===== src/logic_array_consts.vh =====
// Summary of operation
// low-half first feedback: 00 is element 0/15
// high-half first feedback: 00 is element 8/7
// second feedback picks odd elements of half
// enable bit gates array conversion start
// trigger source field equals element number
// software input bit n feeds element n
// output snapshot bit n is element n
// output snapshot refreshes every cycle
// lock bit writable once after reset
// lock blocks config writes except software input
// config 10:9 first select, 8:7 second
// config bit 6 picks feedback or software bit
// blocked writes silent; all registers reset to defaults
`ifndef LOGIC_ARRAY_CONSTS_VH
`define LOGIC_ARRAY_CONSTS_VH

`define ELEM_CFG_BASE 32'hFFFF0B00
`define ELEM_CFG_STRIDE 32'h00000004
`define ADC_TRIG_SEL_ADDR 32'hFFFF0B48
`define SW_INPUT_ADDR 32'hFFFF0B4C
`define OUT_SNAP_ADDR 32'hFFFF0B50
`define CFG_LOCK_ADDR 32'hFFFF0B54

`define ELEM_CFG_RESET 11'h000
`define ADC_TRIG_SEL_RESET 5'h00
`define SW_INPUT_RESET 16'h0000
`define CFG_LOCK_RESET 1'h0

`define CFG_FB0_HI 10
`define CFG_FB0_LO 9
`define CFG_FB1_HI 8
`define CFG_FB1_LO 7
`define CFG_A_SEL_BIT 6
`define CFG_B_SEL_BIT 5
`define CFG_LUT_HI 4
`define CFG_LUT_LO 1
`define CFG_BYPASS_BIT 0
`define CFG_WIDTH 11

`define ADC_EN_BIT 4
`define ADC_SRC_HI 3
`define ADC_SRC_LO 0
`define LOCK_BIT 0

`endif


===== src/logic_array_routing_and_lock.v =====
`include "logic_array_consts.vh"

module logic_array_routing_and_lock #(
   parameter ELEMS = 16
) (
   input wire clock,
   input wire arst_n,
   input wire [31:0] address,
   input wire [31:0] wdata,
   input wire write_strobe,
   input wire read_strobe,
   input wire [ELEMS-1:0] elem_pin_in,
   output reg [31:0] rdata,
   output reg [ELEMS-1:0] elem_out,
   output reg adc_start,
   output reg config_locked
);

   localparam SEL_NONE = 3'h0;
   localparam SEL_ELEM = 3'h1;
   localparam SEL_ADC = 3'h2;
   localparam SEL_SW = 3'h3;
   localparam SEL_SNAP = 3'h4;
   localparam SEL_LOCK = 3'h5;

   // first feedback: code 00 takes the half's first element, except for
   // that element itself, which wraps to the other half's last element;
   // the other codes pick the even elements 2, 4 and 6 of the half
   function [3:0] fb0_src;
      input [3:0] n;
      input [1:0] code;
      reg [3:0] base;
      begin
         base = {n[3], 3'h0};
         case (code)
            2'h0: begin
               if (n == base) begin
                  fb0_src = base - 4'h1; // see R1
               end else begin
                  fb0_src = base; // see R1
               end
            end
            2'h1: begin
               fb0_src = base + 4'h2; // see R1
            end
            2'h2: begin
               fb0_src = base + 4'h4; // see R1
            end
            2'h3: begin
               fb0_src = base + 4'h6; // see R1
            end
            default: begin
               fb0_src = base;
            end
         endcase
      end
   endfunction

   // second feedback always picks an odd element of the same half
   function [3:0] fb1_src;
      input [3:0] n;
      input [1:0] code;
      reg [3:0] base;
      begin
         base = {n[3], 3'h0};
         case (code)
            2'h0: begin
               fb1_src = base + 4'h1;
            end
            2'h1: begin
               fb1_src = base + 4'h3;
            end
            2'h2: begin
               fb1_src = base + 4'h5;
            end
            2'h3: begin
               fb1_src = base + 4'h7;
            end
            default: begin
               fb1_src = base + 4'h1;
            end
         endcase
      end
   endfunction

   // two-input lookup: the four table bits are the outputs for the input
   // pairs {a,b} = 11, 10, 01, 00 from the top bit down
   function lut_eval;
      input [3:0] truth;
      input a;
      input b;
      begin
         case ({a, b})
            2'h0: begin
               lut_eval = truth[0];
            end
            2'h1: begin
               lut_eval = truth[1];
            end
            2'h2: begin
               lut_eval = truth[2];
            end
            2'h3: begin
               lut_eval = truth[3];
            end
            default: begin
               lut_eval = 1'b0;
            end
         endcase
      end
   endfunction

   function is_elem_addr;
      input [31:0] a;
      reg [31:0] off;
      begin
         off = a - `ELEM_CFG_BASE;
         is_elem_addr = (off[31:6] == 26'h0) && (off[1:0] == 2'h0);
      end
   endfunction

   // one decode serves both the write enables and the read mux, so the
   // two can never disagree about which register an address names
   function [2:0] reg_sel;
      input [31:0] a;
      begin
         if (is_elem_addr(a)) begin
            reg_sel = SEL_ELEM;
         end else if (a == `ADC_TRIG_SEL_ADDR) begin
            reg_sel = SEL_ADC;
         end else if (a == `SW_INPUT_ADDR) begin
            reg_sel = SEL_SW;
         end else if (a == `OUT_SNAP_ADDR) begin
            reg_sel = SEL_SNAP;
         end else if (a == `CFG_LOCK_ADDR) begin
            reg_sel = SEL_LOCK;
         end else begin
            reg_sel = SEL_NONE;
         end
      end
   endfunction

   reg [`CFG_WIDTH-1:0] cfg_q [0:ELEMS-1];
   reg [4:0] adc_sel_q;
   reg [15:0] sw_in_q;
   reg lock_q;
   reg lock_written_q;
   reg [ELEMS-1:0] ff_q;

   reg [ELEMS-1:0] lut_d;
   reg [ELEMS-1:0] comb_out;
   reg [31:0] rdata_d;
   reg [31:0] elem_off;
   reg [3:0] src0;
   reg [3:0] src1;
   reg a_bit;
   reg b_bit;
   reg [3:0] lut;
   reg [2:0] sel;
   reg wr_elem;
   reg wr_adc;
   reg wr_sw;
   reg wr_lock;
   integer i;
   integer j;

   always @* begin
      elem_off = address - `ELEM_CFG_BASE;
      sel = reg_sel(address);
   end

   // feedback reads the registered outputs, so a looped configuration
   // settles one clock later instead of forming a combinational loop
   always @* begin
      lut_d = {ELEMS{1'b0}};
      comb_out = {ELEMS{1'b0}};
      src0 = 4'h0;
      src1 = 4'h0;
      a_bit = 1'b0;
      b_bit = 1'b0;
      lut = 4'h0;
      for (i = 0; i < ELEMS; i = i + 1) begin
         src0 = fb0_src(i[3:0], cfg_q[i][`CFG_FB0_HI:`CFG_FB0_LO]);
         src1 = fb1_src(i[3:0], cfg_q[i][`CFG_FB1_HI:`CFG_FB1_LO]);
         if (cfg_q[i][`CFG_A_SEL_BIT]) begin
            a_bit = elem_out[src0];
         end else begin
            a_bit = sw_in_q[i]; // see R6
         end
         if (cfg_q[i][`CFG_B_SEL_BIT]) begin
            b_bit = elem_pin_in[i];
         end else begin
            b_bit = elem_out[src1];
         end
         lut = cfg_q[i][`CFG_LUT_HI:`CFG_LUT_LO];
         lut_d[i] = lut_eval(lut, a_bit, b_bit);
         if (cfg_q[i][`CFG_BYPASS_BIT]) begin
            comb_out[i] = lut_d[i];
         end else begin
            comb_out[i] = ff_q[i];
         end
      end
   end

   // the lock register is write-only and reads as zero
   always @* begin
      rdata_d = 32'h00000000;
      case (sel)
         SEL_ELEM: begin
            rdata_d = {21'h000000, cfg_q[elem_off[5:2]]};
         end
         SEL_ADC: begin
            rdata_d = {27'h0000000, adc_sel_q};
         end
         SEL_SW: begin
            rdata_d = {16'h0000, sw_in_q};
         end
         SEL_SNAP: begin
            rdata_d = {16'h0000, elem_out};
         end
         default: begin
            rdata_d = 32'h00000000;
         end
      endcase
   end

   // write decodes; locked writes to element configs and trigger select complete normally but store nothing
   always @* begin
      wr_elem = write_strobe && (sel == SEL_ELEM) && !lock_q;
      wr_adc = write_strobe && (sel == SEL_ADC) && !lock_q;
      wr_sw = write_strobe && (sel == SEL_SW);
      wr_lock = write_strobe && (sel == SEL_LOCK) && !lock_written_q;
   end

   always @(posedge clock or negedge arst_n) begin
      if (!arst_n) begin
         for (j = 0; j < ELEMS; j = j + 1) begin
            cfg_q[j] <= `ELEM_CFG_RESET;
         end
      end else if (wr_elem) begin
         cfg_q[elem_off[5:2]] <= wdata[`CFG_WIDTH-1:0];
      end
   end

   always @(posedge clock or negedge arst_n) begin
      if (!arst_n) begin
         adc_sel_q <= `ADC_TRIG_SEL_RESET;
      end else if (wr_adc) begin
         adc_sel_q <= wdata[4:0]; // see R10
      end
   end

   // the software input stays writable while locked
   always @(posedge clock or negedge arst_n) begin
      if (!arst_n) begin
         sw_in_q <= `SW_INPUT_RESET;
      end else if (wr_sw) begin
         sw_in_q <= wdata[15:0]; // see R6
      end
   end

   // any value written consumes the single lock write, so a zero written
   // first leaves the configuration open until the next reset
   always @(posedge clock or negedge arst_n) begin
      if (!arst_n) begin
         lock_q <= `CFG_LOCK_RESET;
         lock_written_q <= 1'b0;
      end else if (wr_lock) begin
         lock_q <= wdata[`LOCK_BIT];
         lock_written_q <= 1'b1;
      end
   end

   // element flip-flops run on the bus clock
   always @(posedge clock or negedge arst_n) begin
      if (!arst_n) begin
         ff_q <= {ELEMS{1'b0}};
      end else begin
         ff_q <= lut_d;
      end
   end

   // the snapshot is the registered output itself, refreshed every cycle
   always @(posedge clock or negedge arst_n) begin
      if (!arst_n) begin
         elem_out <= {ELEMS{1'b0}};
      end else begin
         elem_out <= comb_out;
      end
   end

   // the start level is taken from the value that elem_out gets, so the
   // selected output and the start line change on the same edge
   always @(posedge clock or negedge arst_n) begin
      if (!arst_n) begin
         adc_start <= 1'b0;
      end else begin
         adc_start <= adc_sel_q[`ADC_EN_BIT] &
            comb_out[adc_sel_q[`ADC_SRC_HI:`ADC_SRC_LO]]; // see R4
      end
   end

   always @(posedge clock or negedge arst_n) begin
      if (!arst_n) begin
         config_locked <= 1'b0;
      end else begin
         config_locked <= lock_q;
      end
   end

   // read data stands only in the cycle after the strobe, zero otherwise
   always @(posedge clock or negedge arst_n) begin
      if (!arst_n) begin
         rdata <= 32'h00000000;
      end else if (read_strobe) begin
         rdata <= rdata_d;
      end else begin
         rdata <= 32'h00000000;
      end
   end

endmodule


===== config.mk =====
export PLATFORM = sky130hd
export DESIGN_NAME = logic_array_routing_and_lock
export DESIGN_NICKNAME = d
export VERILOG_FILES = /design/src/logic_array_routing_and_lock.v
export VERILOG_INCLUDE_DIRS = /design/src
export SDC_FILE = /design/constraint.sdc
export NUM_CORES = 1
export LEC_CHECK = 0
export CAP_MARGIN = 20
export CORE_MARGIN = 1
export CORE_UTILIZATION = 25
export CTS_CLUSTER_DIAMETER = 50
export DETAILED_ROUTE_END_ITERATION = 10
export DONT_BUFFER_PORTS = 1
export SYNTH_ARGS = -nofsm -noshare
export SYNTH_HDL_FRONTEND = slang
export SYNTH_SLANG_ARGS = --single-unit

===== constraint.sdc =====
create_clock -name clock -period 2.53 [get_ports clock]
set_input_delay 0.1265 -clock clock [delete_from_list [all_inputs] [get_ports clock]]
set_output_delay 0.1265 -clock clock [all_outputs]
set_load 0.05 [all_outputs]

==> metrics.yaml <==
outcome:
  outcome: "finished with violations"
  violations: "hold timing, setup timing"
setup_path:
  r2r_cells: 7
  worst-setup-path-type: "register to register"
  critPathArrivalTime_ps: 3110
  r2r_slack_ps: -110
  endpoint: "adc_start$_DFF_PN0_"
  start_kind: "register"
  startpoint: "elem_out[14]$_DFF_PN0_"
  cp.required_ps: 3000
  cp_max_fo: 4
  timing.rr.end: "adc_start$_DFF_PN0_"
  r2r_start: "elem_out[14]$_DFF_PN0_"
  end_kind: "register"
placed_design:
  dp_hpwl_mm: 28.96
  place_congestion: 0.8930
  placed_cells: 1679
  portBuffers: 0
clocking:
  cts_made_buffers: 35
  insertion_delay_ps: 540
  cts_hold_buf: 25
  cts_sinks: 249
  cts_tree: "yes"
  clk_path_buf_depth: 3
  path_clk_slew_ps: 60
  root_buffer: "clkbuf_16"
  htreeDepth: 2
sta:
  hold_violations: 249
  timing.hold.ws_ps: -695.4
  finalMaxSlewViolations: 0
  tightest_slew_ps: 1115
  fmax_ghz: 0.3786
  slew_headroom_pct: 25.42
  fin_crit_sh_pct: 104.4
  clock_skew_ps: 33.39
  setup_viol: 1
  rsz0062_at_grt: "yes"
  min_period_ps: 2641
  setup_ws_ps: -111.4
logic_synthesis:
  ys_seq_elements: 249
  synth-main-ff-cell: "dfrtp_1"
  ys_seq_area_share_pct: 47.73
  synth_cells: 936
  synth_cell_type_count: 61
  synthArstFlopShare_pct: 100.0
  yosysWarnings: 0
  syn_area_um2: 13050
  synth_edf_count: 0
  syn_area_per_cell_um2: 13.95
pwr:
  power.leakage_nw: 7.368
  power-per-cell-area_nw_per_um2: 569.7
  ir_drop_uv: 420.3
die:
  row_count: 83
  die-width_um: 230.5
  die_h_um: 230.5
  pin_count: 134
  initial_core_util_pct: 25.39
  core-area_um2: 51410
  dieArea_um2: 53130
detailed_routing:
  wl_mm: 40.79
  drc: 0
  ant_nets: 0
  drt-initial-drc-count: 707
  vias: 8876
  vias_per_cell: 5.001
  drt-pass1-iter-count: 7
  wl_per_cell_um: 22.98
grt:
  grt_pass1_wl_mm: 60.81
  grt-ovfl-total: 0
  grt_pass1_vias: 9121
  antenna_found_initial: 6
  grt_util_all_layers_pct: 15.55
  grt_max_degree: 250
min_path:
  hold_class: "input pin to async pin"
cells_and_area:
  final_common_cell: "dfrtp_1"
  final_util_pct: 31.48
  layout_common_cells: "dfrtp_1 (239), mux2_2 (201), buf_4 (108), mux4_2 (82), mux2i_1 (58)"
  instances_no_fill: 1775
  nets: 1151
  area_growth_pct: 23.96
  drive_above_1_share_pct: 45.24
job:
  cap_violations: 0
-- synthesized netlist by cell type (all sizes together) (9+ instances only) --
master | n | area (um2)
nand2 | 33 | 123.9
a221oi | 13 | 113.9
mux2i | 58 | 580.6
clkbuf | 35 | 131.4
nor2b | 39 | 244.0
dfrtp | 249 | 6231
a211oi | 11 | 82.58
nand2b | 16 | 100.1
a21o | 9 | 67.56
mux4 | 82 | 1847
mux2 | 212 | 2387
nor2 | 14 | 52.55
buf | 33 | 211.5
a21oi | 12 | 60.06
inv | 26 | 97.59
-- what timing repair did --
item | in CTS | in global routing
setup buffers | 5 | 1
endpoints found under the setup margin | 1 | 1
hold endpoints to repair | 470 | 249
pin swaps | 4 | 1
gates resized for setup | 15 | 7
-- area by class of cell --
cell class,instances,area [um2]
timing repair buffer,147,1289
inverter,26,97.59
sequential,249,6243
multi-input combinational,608,6510
tap,680,850.8
clock buffer,42,932.1
fill,5098,35220
antenna,3,7.507
clock inverter,20,251.5
-- through the flow --
step / cell area, um2 / setup slack (ps) / power [mW] / setup TNS (ps)
after CTS: 16130 / -95.32 / 9.328 / -95.32
after global placement: 14610 / -215.3 / 4.167 / -2741
after global routing: 16180 / -178.0 / 9.525 / -178.0
after floorplan: 13120 / 12.60 / 4.247 / 0
after detailed placement: 14610 / -196.5 / 4.168 / -3241
final: 16180 / -111.4 / 9.219 / -111.4
-- layer usage --
layer,global-route usage (%),up-vias,routed length [um]
met4,4.118,6,901
li1,-,3816,-
met2,24.02,309,18820
met5,0,-,26
met1,21.17,4680,17940
met3,4.545,65,3097
-- state kept, by name (all words and copies together) (netlist names) --
name            count
config_locked       1
ff_q               16
cfg_q             176
sw_in_q            16
adc_sel_q           5
lock_written_q      1
lock_q              1
elem_out           16
adc_start           1
rdata              16
-- how the worst min path moves through the flow --
| stage | from | endpoint | slack [ps] |
|---|---|---|---|
| 5_1_grt | arst_n | cfg_q[147]$_DFFE_PN0P_ | -720 |
| 2_1_floorplan | arst_n | adc_sel_q[0]$_DFFE_PN0P_ | -170 |
| 3_3_place_gp | arst_n | cfg_q[148]$_DFFE_PN0P_ | -140 |
| 6_report | arst_n | cfg_q[147]$_DFFE_PN0P_ | -700 |
| 4_1_cts | arst_n | elem_out[3]$_DFF_PN0_ | -720 |
| 3_5_place_dp | arst_n | cfg_q[137]$_DFFE_PN0P_ | -150 |
-- logic make-up after synthesis --
kind of cell | count (synthesis) | share of synthesized area [%]
AO/OA/AOI/OAI | 94 | 5.512
buffers and inverters | 94 | 3.374
flip-flops | 249 | 47.73
multiplexers | 352 | 36.88
other | 1 | 0.02873
AND/OR/NAND/NOR | 146 | 6.470
-- critical path: stages, from the launching register on --
cell and delay [ps]:
dfrtp_2 440, mux4_2 570, a211o_1 320, o221a_2 140
o31ai_2 320, mux2i_1 120, a2111oi_1 430, o32a_1 240
-- where the power goes --
group | switching (mW) | internal (mW)
clock | 1.94 | 3.08
combinational | 0.140 | 0.0753
sequential | 0.0000000335 | 3.98
Note: power is estimated with default switching activity, not from simulation.
